**src/core/scp_defines.vh**
```
/*
  shared constants of the system clock prescaler: register offsets,
  field positions, reset values and the unlock window length.
  assumes an 8-bit register port with byte offsets as printed.
*/
`ifndef SCP_DEFINES_VH
`define SCP_DEFINES_VH

// register offsets on the register port
`define SCP_ADDR_DIV_CTRL   8'h61
`define SCP_ADDR_OSC_TRIM   8'h66

// clock_divide_control fields
`define SCP_UNLOCK_BIT      7
`define SCP_SEL_MSB         3
`define SCP_SEL_LSB         0

// reset and fuse load values of divide_select, reset value of the trim
`define SCP_SEL_RESET       4'h0
`define SCP_SEL_FUSE_DIV8   4'h3
`define SCP_TRIM_RESET      8'h00

// select codes of note
`define SCP_SEL_MAX_POW2    4'h8
`define SCP_SEL_RC_DIV1     4'hf
// shift used for reserved codes: slowest setting
`define SCP_SHIFT_SLOWEST   4'h9

// unlock window in master cycles
`define SCP_UNLOCK_CYCLES   3'd4

// master edges after reset release until straps are taken
`define SCP_INIT_LAST       2'd2

`endif

```
**src/core/scp_sync.v**
```verilog
/*
  two flip-flop level synchroniser, parameterised width.
  assumes slowly changing levels (fuses, straps, low rate clocks).
*/
`timescale 1ns/1ps

module scp_sync #(
    parameter W = 1
) (
    input  wire         core_clk_i,
    input  wire         reset_i,
    input  wire [W-1:0] async_i,
    output wire [W-1:0] sync_o
);

    reg [W-1:0] meta_ff;
    reg [W-1:0] sync_ff;

    // first stage feeds only the second stage
    always @(posedge core_clk_i or posedge reset_i)
    begin
        if (reset_i)
        begin
            meta_ff <= {W{1'b0}};
            sync_ff <= {W{1'b0}};
        end
        else
        begin
            meta_ff <= async_i;
            sync_ff <= meta_ff;
        end
    end

    assign sync_o = sync_ff;

endmodule // scp_sync

```
**src/core/scp_clk_div.v**
```verilog
/*
  power of two divider producing a one-cycle tick per divided period.
  assumes it runs on the undivided master clock; new shift values are
  taken only at the end of a complete period so no short period occurs.
*/
`timescale 1ns/1ps

module scp_clk_div (
    input  wire       core_clk_i,
    input  wire       reset_i,
    input  wire [3:0] shift_i,
    output wire       tick_o,
    output wire [3:0] shift_o
);

    reg  [8:0] cnt_ff;
    reg  [3:0] shift_ff;
    reg        tick_ff;
    wire [8:0] last_cnt;

    // terminal count of the active period; shift 9 wraps to all ones
    assign last_cnt = (9'h001 << shift_ff) - 9'h001;

    // count is internal only, software has no view of it
    always @(posedge core_clk_i or posedge reset_i)
    begin
        if (reset_i)
        begin
            cnt_ff   <= 9'h000;
            shift_ff <= 4'h0;
            tick_ff  <= 1'b0;
        end
        else if (cnt_ff == last_cnt)
        begin
            cnt_ff   <= 9'h000;
            shift_ff <= shift_i; // switch only at a period boundary
            tick_ff  <= 1'b1;
        end
        else
        begin
            cnt_ff  <= cnt_ff + 9'h001;
            tick_ff <= 1'b0;
        end
    end

    assign tick_o  = tick_ff;
    assign shift_o = shift_ff;

endmodule // scp_clk_div

```
**src/core/scp_top.v**
```verilog
/*
  system clock prescaler with rc oscillator trim register and the
  timer 2 clock source select.
  assumes core_clk_i is the selected, undivided master clock, a simple
  register port (one-cycle strobes, read data one cycle later), and
  fuse/strap inputs that are static after reset.
*/
`timescale 1ns/1ps
`include "scp_defines.vh"

module scp_top (
    input  wire       core_clk_i,
    input  wire       reset_i,
    // register port
    input  wire [7:0] reg_addr_i,
    input  wire [7:0] reg_wdata_i,
    input  wire       reg_wr_i,
    input  wire       reg_rd_i,
    output wire [7:0] reg_rdata_o,
    // fuses and straps
    input  wire       div8_fuse_i,
    input  wire       rc_osc_sel_i,
    input  wire [7:0] factory_trim_i,
    // timer 2 clock sources
    input  wire       xtal32k_clk_i,
    input  wire       tosc_ext_clk_i,
    input  wire       tmr2_ext_sel_i,
    // divided clock enables and the active divide shift
    output wire       cpu_clk_en_o,
    output wire       flash_clk_en_o,
    output wire       io_clk_en_o,
    output wire       adc_clk_en_o,
    output wire [3:0] div_shift_o,
    // oscillator trim and nvm timing
    output wire [7:0] trim_value_o,
    output wire       trim_range_select_o,
    output wire [6:0] trim_fine_tune_o,
    output wire       nvm_prog_inhibit_o,
    // timer 2 clock
    output wire       tmr2_clk_o,
    output wire       tmr2_tick_o
);

    // synchronised strap and clock inputs
    wire       fuse_div8_s;
    wire       rc_sel_s;
    wire [7:0] factory_trim_s;
    wire       xtal_s;
    wire       tosc_s;
    wire       tmr2_sel_s;

    // register state
    reg  [3:0] divide_select_ff;
    reg  [3:0] nxt_divide_select;
    reg        divide_change_unlock_ff;
    reg        nxt_divide_change_unlock;
    reg  [2:0] unlock_cnt_ff;
    reg  [2:0] nxt_unlock_cnt;
    reg  [7:0] trim_value_ff;
    reg  [7:0] nxt_trim_value;
    reg  [7:0] rdata_ff;
    reg  [7:0] nxt_rdata;

    // init sequencer
    reg  [1:0] init_cnt_ff;
    reg        init_done_ff;
    wire       init_load;

    // divider interface
    reg  [3:0] req_shift;
    wire       div_tick;
    wire [3:0] act_shift;

    // timer 2 clock
    reg        tmr2_clk_ff;
    reg        tmr2_tick_ff;
    wire       tmr2_src;

    // decode
    wire       wr_ctrl;
    wire       wr_trim;
    wire       others_zero;
    wire       unlock_req;
    wire       sel_write;

    // fuse, strap and timer 2 clock levels pass two flops before any use; the register port is used directly
    scp_sync #(
        .W (13)
    ) u_sync (
        .core_clk_i (core_clk_i),
        .reset_i    (reset_i),
        .async_i    ({div8_fuse_i, rc_osc_sel_i, factory_trim_i,
                      xtal32k_clk_i, tosc_ext_clk_i, tmr2_ext_sel_i}),
        .sync_o     ({fuse_div8_s, rc_sel_s, factory_trim_s,
                      xtal_s, tosc_s, tmr2_sel_s})
    );

    // straps are taken once the synchroniser has filled
    always @(posedge core_clk_i or posedge reset_i)
    begin
        if (reset_i)
        begin
            init_cnt_ff  <= 2'd0;
            init_done_ff <= 1'b0;
        end
        else if (!init_done_ff)
        begin
            init_cnt_ff <= init_cnt_ff + 2'd1;
            if (init_cnt_ff == `SCP_INIT_LAST)
            begin
                init_done_ff <= 1'b1;
            end
        end
    end

    assign init_load = !init_done_ff && (init_cnt_ff == `SCP_INIT_LAST);

    // write decode for the two registers
    assign wr_ctrl     = reg_wr_i && (reg_addr_i == `SCP_ADDR_DIV_CTRL);
    assign wr_trim     = reg_wr_i && (reg_addr_i == `SCP_ADDR_OSC_TRIM);
    assign others_zero = (reg_wdata_i[6:0] == 7'h00);
    assign unlock_req  = wr_ctrl && reg_wdata_i[`SCP_UNLOCK_BIT]
                         && others_zero;
    assign sel_write   = wr_ctrl && !reg_wdata_i[`SCP_UNLOCK_BIT];

    // unlock window and select update
    // a set write ignores everything unless the other bits are zero
    always @*
    begin
        nxt_divide_change_unlock = divide_change_unlock_ff;
        nxt_unlock_cnt           = unlock_cnt_ff;
        nxt_divide_select        = divide_select_ff;
        if (init_load)
        begin
            // fuse decides the start value only
            if (fuse_div8_s)
            begin
                nxt_divide_select = `SCP_SEL_FUSE_DIV8;
            end
            else
            begin
                nxt_divide_select = `SCP_SEL_RESET;
            end
            nxt_divide_change_unlock = 1'b0;
            nxt_unlock_cnt           = 3'd0;
        end
        else if (divide_change_unlock_ff)
        begin
            if (sel_write)
            begin
                // any code is taken, fuse plays no part
                nxt_divide_select        = reg_wdata_i[`SCP_SEL_MSB:`SCP_SEL_LSB];
                nxt_divide_change_unlock = 1'b0;
                nxt_unlock_cnt           = 3'd0;
            end
            else if (unlock_cnt_ff == 3'd1)
            begin
                // rewrites of unlock never reach the counter
                nxt_divide_change_unlock = 1'b0;
                nxt_unlock_cnt           = 3'd0;
            end
            else
            begin
                nxt_unlock_cnt = unlock_cnt_ff - 3'd1;
            end
        end
        else if (unlock_req)
        begin
            nxt_divide_change_unlock = 1'b1;
            nxt_unlock_cnt           = `SCP_UNLOCK_CYCLES;
        end
        // a locked select write falls through unchanged
        else if (sel_write)
        begin
            nxt_divide_select = divide_select_ff;
        end
    end

    // trim register: factory value at init, then software
    always @*
    begin
        nxt_trim_value = trim_value_ff;
        if (init_load)
        begin
            nxt_trim_value = factory_trim_s;
        end
        else if (wr_trim)
        begin
            nxt_trim_value = reg_wdata_i;
        end
    end

    // register state flops
    always @(posedge core_clk_i or posedge reset_i)
    begin
        if (reset_i)
        begin
            divide_select_ff        <= `SCP_SEL_RESET;
            divide_change_unlock_ff <= 1'b0;
            unlock_cnt_ff           <= 3'd0;
            trim_value_ff           <= `SCP_TRIM_RESET;
        end
        else
        begin
            divide_select_ff        <= nxt_divide_select;
            divide_change_unlock_ff <= nxt_divide_change_unlock;
            unlock_cnt_ff           <= nxt_unlock_cnt;
            trim_value_ff           <= nxt_trim_value;
        end
    end

    // read mux; reserved bits and unmapped addresses read zero
    // divider count deliberately absent from the map
    always @*
    begin
        nxt_rdata = 8'h00;
        if (reg_rd_i)
        begin
            case (reg_addr_i)
                `SCP_ADDR_DIV_CTRL:
                begin
                    nxt_rdata = {divide_change_unlock_ff, 3'b000,
                                 divide_select_ff};
                end
                `SCP_ADDR_OSC_TRIM:
                begin
                    nxt_rdata = trim_value_ff;
                end
                default:
                begin
                    nxt_rdata = 8'h00;
                end
            endcase
        end
    end

    // read data stand one cycle only
    always @(posedge core_clk_i or posedge reset_i)
    begin
        if (reset_i)
        begin
            rdata_ff <= 8'h00;
        end
        else
        begin
            rdata_ff <= nxt_rdata;
        end
    end

    assign reg_rdata_o = rdata_ff;

    // select code to divide shift; rc adds one extra halving for codes 0 to 8
    // reserved codes go to the slowest rate, the least risky choice
    always @*
    begin
        req_shift = `SCP_SHIFT_SLOWEST;
        if (divide_select_ff <= `SCP_SEL_MAX_POW2)
        begin
            if (rc_sel_s)
            begin
                req_shift = divide_select_ff + 4'h1;
            end
            else
            begin
                req_shift = divide_select_ff;
            end
        end
        else if (divide_select_ff == `SCP_SEL_RC_DIV1)
        begin
            // also divides by one off rc; software must not rely on it
            req_shift = 4'h0;
        end
        else
        begin
            req_shift = `SCP_SHIFT_SLOWEST;
        end
    end

    // divider on the undivided master clock, any source
    // change taken at a period end, so old period completes first
    scp_clk_div u_div (
        .core_clk_i (core_clk_i),
        .reset_i    (reset_i),
        .shift_i    (req_shift),
        .tick_o     (div_tick),
        .shift_o    (act_shift)
    );

    // one tick feeds every synchronous domain
    assign cpu_clk_en_o   = div_tick;
    assign flash_clk_en_o = div_tick;
    assign io_clk_en_o    = div_tick;
    assign adc_clk_en_o   = div_tick;
    assign div_shift_o    = act_shift;

    // trim fields drive the oscillator and nvm write timer
    assign trim_value_o        = trim_value_ff;
    assign trim_range_select_o = trim_value_ff[7];
    assign trim_fine_tune_o    = trim_value_ff[6:0];

    // nvm programming is blocked in the fastest rc setting
    assign nvm_prog_inhibit_o = rc_sel_s
                                && (divide_select_ff == `SCP_SEL_RC_DIV1);

    // timer 2 source: crystal or external pin, sampled at master rate
    assign tmr2_src = tmr2_sel_s ? tosc_s : xtal_s;

    // rising edge detect on the synchronised source
    // resolution limited to one master cycle, fine for 32 kHz
    always @(posedge core_clk_i or posedge reset_i)
    begin
        if (reset_i)
        begin
            tmr2_clk_ff  <= 1'b0;
            tmr2_tick_ff <= 1'b0;
        end
        else
        begin
            tmr2_clk_ff  <= tmr2_src;
            tmr2_tick_ff <= tmr2_src && !tmr2_clk_ff;
        end
    end

    assign tmr2_clk_o  = tmr2_clk_ff;
    assign tmr2_tick_o = tmr2_tick_ff;

endmodule // scp_top

```
**config.mk**
```make
export PLATFORM = sky130hd
export DESIGN_NAME = scp_top
export DESIGN_NICKNAME = d
export VERILOG_FILES = /design/src/core/scp_sync.v /design/src/core/scp_clk_div.v /design/src/core/scp_top.v
export VERILOG_INCLUDE_DIRS = /design/src /design/src/core
export SDC_FILE = /design/constraint.sdc
export NUM_CORES = 1
export LEC_CHECK = 0
export ABC_CLOCK_PERIOD_IN_PS = 2950
export BUFFER_PORTS_ARGS = -buffer_cell sky130_fd_sc_hd__buf_4
export CAP_MARGIN = 15
export CORE_ASPECT_RATIO = 1.25
export CORE_MARGIN = 2
export CORE_UTILIZATION = 54
export DETAILED_ROUTE_END_ITERATION = 12
export PLACE_DENSITY = 0.79
export SYNTH_ARGS = -nofsm -noshare
export SYNTH_HDL_FRONTEND = slang
export SYNTH_HIERARCHICAL = 1
export SYNTH_SLANG_ARGS = --single-unit
```
**constraint.sdc**
```tcl
create_clock -name core_clk_i -period 2.95 [get_ports core_clk_i]
set_input_delay 0.1475 -clock core_clk_i [delete_from_list [all_inputs] [get_ports core_clk_i]]
set_output_delay 0.1475 -clock core_clk_i [all_outputs]
set_load 0.02 [all_outputs]
```
==> impl_metrics.yaml, run 1 <==
status:
  outcome: "finished, final reports clean"
clock_tree:
  numCtsBuffers: 9
  cts.sink_count: 69
  post_cts_resized: 0
  clkTransAtPathRegs_ns: 0.07
  root_buffer: "clkbuf_8"
  clk_path_buf_depth: 2
  cts_tree: "built"
  worstSkewPairLatency_ns: 0.35
  cts.htree.levels: 3
synthesis:
  synth-xor-area-share_pct: 3.58
  syn_inst: 289
  synth_common_cells: "dfrtp_1 (69), nor2_1 (26), nand2_1 (20)"
  synth_area_leader_cell: "dfrtp_1"
  yosys.area_share.simple_pct: 16.4
  yosys-mux-area-fraction_pct: 6.81
  synth-compound-area-share_pct: 9.83
  synthAdderAreaFrac_pct: 2.75
  async_reset_ff_share_pct: 100
  synth.distinct_cells: 49
  synth-main-ff-cell: "dfrtp_1"
  synth_fp_nets: 329
  synth_most_common_cell: "dfrtp_1"
  synth_top_family_by_area: "simple AND/OR/NAND/NOR gates"
  ys_seq_area_share_pct: 54.3
  syn-cell-area_um2: 3180
  yosys-top-cells-area: "dfrtp_1 (54%), mux2i_1 (4.1%), nor2_1 (3.1%), ha_1 (2.8%), buf_4 (2.6%)"
  synth-edff-count: 0
  ys_ff_latch: 69
  syn_avg_cell_area_um2: 11.0
  synth_warnings: 6
  synth_top_area_share_pct: 54.3
floorplan:
  dieHeight_um: 89.8
  die_w_um: 72.6
  ios: 68
  coreArea_um2: 5740
  start_util_pct: 55.4
  fp-row-count: 31
  dieArea_um2: 6520
worst_setup_path:
  worst_ep_required_time_ns: 3.18
  reg2reg_depth: 9
  path_max_fanout: 13
  cp.arrival_ns: 2.92
  crit_end: "u_div/shift_o[1]"
  cp-start-kind: "flop"
  worst-r2r-setup-slack_ns: 0.26
  r2r_start: "u_div/shift_o[3]"
  r2r-end: "u_div/shift_o[1]"
  crit_chain: "inv_1 -> nand3_1 -> ha_1 -> nand2b_1 -> a211o_1 -> a311oi_1 -> o21ai_1 -> nor4_4 -> mux2_1"
  cp-startpoint: "u_div/shift_o[3]"
  path_class: "flop to flop"
  end_kind: "flop"
  critPathSlowestCell: "dfrtp_1"
  max_stage_delay_ns: 0.39
placed_design:
  port_buffers: 67
  gp_congestion: 0.856
  place_hpwl_um: 4670
pwr:
  switching_share_pct: 31.9
  ir_worst_vdd_mv: 0.765
  p_leak_nw: 2.00
  power.switching_mw: 0.933
  comb_power_share_pct: 28.6
  power.density_nw_per_um2: 719
  clock_power_share_pct: 31.2
  power_mw: 2.93
  internal_power_mw: 1.99
  seqPwrFrac_pct: 40.2
drt:
  vias: 2358
  dr.pass1.iters: 6
  ant_nets: 0
  drtIter0Drc: 66
  drc: 0
  via_per_inst: 5.43
  wl_per_cell_um: 15.8
  drt_wl_total_um: 6840
sta:
  fin_skew_ns: 0.00887
  setup_tns_ns: 0
  slew_violations: 0
  setup_viol: 0
  rsz0062_at_grt: "no"
  worst_pin_slew_ns: 0.917
  finalWorstPathRequiredPeriod_ns: 2.69
  hold_slack_ns: 0.0677
  min_period_over_period_pct: 91.3
  slew_headroom_pct: 38.8
  fmax_mhz: 371
  report.final.hold_viol_count: 0
grt:
  grt_usage_pct: 22.8
  grt_pass1_vias: 2378
  grt_max_degree: 30
  gr-total-overflow: 0
  grt_pass1_wl_um: 11300
  antenna_found_initial: 0
finish:
  multi_input_area_um2: 1250
  finalNetCount: 403
  fillCellCount: 421
  syn_to_final_growth_pct: 28.1
  layout-drive-gt1-share_pct: 28.0
  n_antenna_cell: 0
  regArea_um2: 1730
min_path:
  hold_class: "input pin to flop"
job:
  max_cap_violations: 0
## per-stage QoR
stage	utilization (%)	instance area (um^2)	instances	setup WS [ns]
after floorplan	-	3180	289	0.206
after global placement	63.9	3670	403	0.319
after detailed placement	63.9	3670	403	0.229
after CTS	70.5	4050	433	0.224
after global routing	71.0	4070	434	0.0178
final	71.0	4070	434	0.256
## cells in the final DEF, fill, tap and decap left out, drive strengths merged, types with 8 or more instances in the layout
cell type     n
buf          74
dfrtp        69
nor2         27
nand2        20
a21oi        16
inv          15
dlygate4sd3  14
mux2i        13
o21ai        12
clkbuf       10
nor2b         9
xor2          8
## power groups by stage
stage | sequential [mW] | clock (mW) | combinational, mW
floorplan | 1.16 | 0 | 0.616
global placement | 1.19 | 0 | 0.798
detailed placement | 1.19 | 0 | 0.813
CTS | 1.18 | 0.924 | 0.831
global route | 1.19 | 0.968 | 0.930
finish | 1.18 | 0.914 | 0.837
## sequential cells by signal, summed over array words and instances, names as in the netlist
name and count:
init_cnt_ff 2, trim_value_o 8, unlock_cnt_ff 3, reg_rdata_o 8
u_sync/meta_ff 13, u_sync/sync_o 13, divide_select_ff 4, tmr2_tick_o 1
divide_change_unlock_ff 1, init_done_ff 1, u_div/cnt_ff 9, u_div/shift_o 4
tmr2_clk_o 1, u_div/tick_o 1
## worst min-delay path by stage
stage          slack [ns]           start  cells after the start                  end
2_1_floorplan        0.04         reset_i                      1      u_div/cnt_ff[0]
3_3_place_gp         0.23         reset_i                      2         u_div/tick_o
3_5_place_dp         0.23         reset_i                      2      u_div/cnt_ff[3]
4_1_cts              0.06  reg_wdata_i[3]                      3  divide_select_ff[3]
5_1_grt              0.08  reg_wdata_i[3]                      3  divide_select_ff[3]
6_report             0.07  reg_wdata_i[3]                      3  divide_select_ff[3]
## kinds of logic after synthesis
logic type                 count (synthesis)
AOI/OAI and AO/OA                         48
and+or+nand+nor                           92
buffers and inverters                     40
DFF                                       69
adders and majority gates                  7
xor gates and xnor gates                  13
muxes                                     20
## critical path, delay by kind of cell, from the launching register on
family | cells | cell delay, ns
AOI/OAI and AO/OA | 3 | 0.76
and+or+nand+nor | 3 | 0.59
DFF | 1 | 0.39
adders and majority gates | 1 | 0.39
muxes | 1 | 0.36
buffers and inverters | 1 | 0.07
## layout make-up
cell class,instances,share of cell area (%)
multi-input combinational,180,30.8
sequential,69,42.4
inverter,15,1.38
tap,66,2.03
clock inverter,6,2.73
timing repair buffer,88,17.6
clock buffer,10,3.13
## timing repair
action,in CTS,in global routing
buffers inserted,0,0
hold endpoints to repair,27,0
endpoints found under the setup margin,0,4
hold buffers,14,0
## per-layer routing
metal  track usage (%)  up-vias  wire length, um  part of all wire (%)
li1                  -     1123                -                     -
met2              39.3       59             3740                    55
met1              25.7     1157             2570                    38
met3              6.28       19              293                   4.3
met4              10.3        0              242                   3.5
met5                 0        -                0                     0
Note: power is estimated with default switching activity, not from simulation.
==> run 2: changes to the inputs <==
--- a/config.mk
+++ b/config.mk
@@ -6,14 +6,15 @@
 export SDC_FILE = /design/constraint.sdc
 export NUM_CORES = 1
 export LEC_CHECK = 0
+export ABC_AREA = 1
 export ABC_CLOCK_PERIOD_IN_PS = 2950
 export BUFFER_PORTS_ARGS = -buffer_cell sky130_fd_sc_hd__buf_4
 export CAP_MARGIN = 15
 export CORE_ASPECT_RATIO = 1.25
 export CORE_MARGIN = 2
-export CORE_UTILIZATION = 54
+export CORE_UTILIZATION = 55
 export DETAILED_ROUTE_END_ITERATION = 12
-export PLACE_DENSITY = 0.79
+export PLACE_DENSITY = 0.8
 export SYNTH_ARGS = -nofsm -noshare
 export SYNTH_HDL_FRONTEND = slang
 export SYNTH_HIERARCHICAL = 1
==> run 2 against run 1 <==
Against the previous run:
- flip-flop and latch count unchanged
- die area rose by 3.6%
- global-route usage grew 0.36 points
- synthesized cell count increased by 37%
- worst setup slack better by 0.38 ns
- core utilization grew 0.21 points
- non-clock buffer count shrank 5
- power down 9.0%
- via count up 13%
- routed wire length shrank 0.12%
- final cell count up 29%
==> impl_metrics.yaml, run 2 <==
status:
  outcome: "finished, final reports clean"
finish:
  post-route-util_pct: 71.2
  layout-drive-gt1-share_pct: 23.3
  fillCellCount: 468
  n_antenna_cell: 0
  final_cell_mix: "nand2_1 (114), dfrtp_1 (69), buf_4 (68), inv_1 (61), nand3_1 (30)"
  final_common_cell: "nand2_1"
  final_cells: 562
  finalNetCount: 516
  syn_to_final_growth_pct: 24.0
floorplan:
  fp-row-count: 31
  coreArea_um2: 5860
  dieHeight_um: 91.4
  die_w_um: 73.9
  ios: 68
  dieArea_um2: 6760
  start_util_pct: 57.4
clock_tree:
  cts_setup_buffers: 0
  cts_tree: "built"
  post_cts_resized: 0
  root_buffer: "clkbuf_8"
  cts.sink_count: 69
  numCtsBuffers: 9
  cts.htree.levels: 3
  clkTransAtPathRegs_ns: 0.07
  worstSkewPairLatency_ns: 0.34
  clk_path_buf_depth: 2
job:
  max_cap_violations: 0
synthesis:
  syn_avg_cell_area_um2: 8.47
  ys_seq_area_share_pct: 51.4
  synth_common_cells: "nand2_1 (114), dfrtp_1 (69), inv_1 (61)"
  synth_area_leader_cell: "dfrtp_1"
  synth_most_common_cell: "nand2_1"
  synth-main-ff-cell: "dfrtp_1"
  synth_warnings: 6
  ys_ff_latch: 69
  synth.distinct_cells: 29
  syn_inst: 397
  synth_top_area_share_pct: 51.4
  yosys-top-cells-area: "dfrtp_1 (51%), nand2_1 (13%), inv_1 (6.8%), nand3_1 (4.5%), nor2_1 (3.1%)"
  synth-edff-count: 0
  synth_fp_nets: 437
  async_reset_ff_share_pct: 100
  syn-cell-area_um2: 3360
placed_design:
  pre_cts_slack_ns: 0.655
  gp_congestion: 0.975
  place_hpwl_um: 5040
  dpl.cell_count: 532
  port_buffers: 67
sta:
  setup_ws_ns: 0.637
  setup_tns_ns: 0
  fin_skew_ns: 0.00709
  min_period_over_period_pct: 78.4
  setup_viol: 0
  report.final.hold_viol_count: 0
  finalWorstPathRequiredPeriod_ns: 2.31
  fmax_mhz: 432
  slew_headroom_pct: 36.0
  worst_pin_slew_ns: 0.959
  rsz0062_at_grt: "no"
  slew_violations: 0
drt:
  via_per_inst: 4.74
  dr.pass1.iters: 4
  wl_per_cell_um: 12.2
  drt_wl_total_um: 6840
  ant_nets: 0
  drc: 0
  drtIter0Drc: 146
  vias: 2663
grt:
  antenna_found_initial: 0
  grt_pass1_wl_um: 11800
  gr-total-overflow: 0
  grt_usage_pct: 23.2
  grt_pass1_vias: 2661
  grt_max_degree: 30
worst_setup_path:
  end_kind: "flop"
  path_class: "flop to flop"
  path_max_fanout: 14
  cp.arrival_ns: 2.54
  cp-start-kind: "flop"
  worst_ep_required_time_ns: 3.18
pwr:
  power.density_nw_per_um2: 639
  ir_worst_vdd_mv: 0.450
  p_leak_nw: 2.27
min_path:
  hold_class: "input pin to flop"
[run 2: cell types whose count changed after synthesis, sizes merged, moves of 9 or more]
cell   delta
nand2   +110
inv      +49
nand3    +26
mux2i    -13
nor2b     -9
[run 2: layer usage]
layer  routed length [um]  part of all wire [%]  global-route usage [%]  vias to the layer above
met4                  197                   2.9                    12.6                        0
met2                 3640                    53                    38.7                       62
met3                  234                   3.4                    5.22                       15
met1                 2760                    40                    26.9                     1222
li1                     -                     -                       -                     1364
met5                    0                     0                       0                        -
[run 2: worst paths after layout]
path | start | cells after the start | endpoint | slack (ns)
setup / recovery | u_div/shift_o[2] | 11 | u_div/cnt_ff[1] | 0.64
hold / removal | reg_wdata_i[3] | 3 | divide_select_ff[3] | 0.08
setup reg to reg | u_div/shift_o[2] | 11 | u_div/cnt_ff[1] | 0.64
hold reg to reg | u_sync/meta_ff[0] | 0 | u_sync/sync_o[0] | 0.35
max in group asynchronous | reset_i | 3 | u_sync/sync_o[12] | 1.75
min in group asynchronous | reset_i | 3 | unlock_cnt_ff[2] | 0.40
[run 2: layout make-up]
type                            count  area [um^2]  share of cell area [%]
Sequential cell                    69         1730                    41.4
Multi-Input combinational cell    249         1260                    30.3
Timing Repair Buffer               83          678                    16.3
Inverter                           64          240                    5.76
Clock buffer                       13          149                    3.57
Tap cell                           82          103                    2.46
Clock inverter                      2         10.0                   0.240
[run 2: what timing repair did]
item / CTS / global route
hold buffers: 14 / 0
hold endpoints to repair: 27 / 0
endpoints found under the setup margin: 0 / 0
[run 2: per-stage QoR]
stage / hold WS [ns] / instance area, um^2 / power, mW
2_1_floorplan: 0.0367 / 3360 / 1.80
3_3_place_gp: 0.249 / 3840 / 1.99
3_5_place_dp: 0.253 / 3840 / 2.02
4_1_cts: 0.0703 / 4140 / 2.68
5_1_grt: 0.0905 / 4170 / 2.87
6_report: 0.0841 / 4170 / 2.66
[run 2: logic make-up (layout without fill, tap and decap cells)]
group                    Yosys count  in the layout  synth area share (%)
AND/OR/NAND/NOR                  207            207                  28.3
buffers and inverters             79            162                  11.1
flip-flops                        69             69                  51.4
AO/OA/AOI/OAI                     26             26                  4.28
XOR/XNOR                           9              9                  2.34
adder cells (fa/ha/maj)            7              7                  2.61
[run 2: power breakdown]
group	switching (mW)	internal (mW)
Sequential	0.108	1.05
Clock	0.320	0.322
Combinational	0.520	0.344
Total	0.948	1.72
[run 2: critical path: stages (launching register included)]
cell and delay [ns]:
dfrtp_1 0.47, nor2_4 0.24, nand3_1 0.12, ha_1 0.29, xnor2_1 0.19, nand2_1 0.07
nand2_1 0.07, nand3_1 0.09, nor2_2 0.18, nand3_2 0.29, nand2_1 0.15, inv_1 0.05
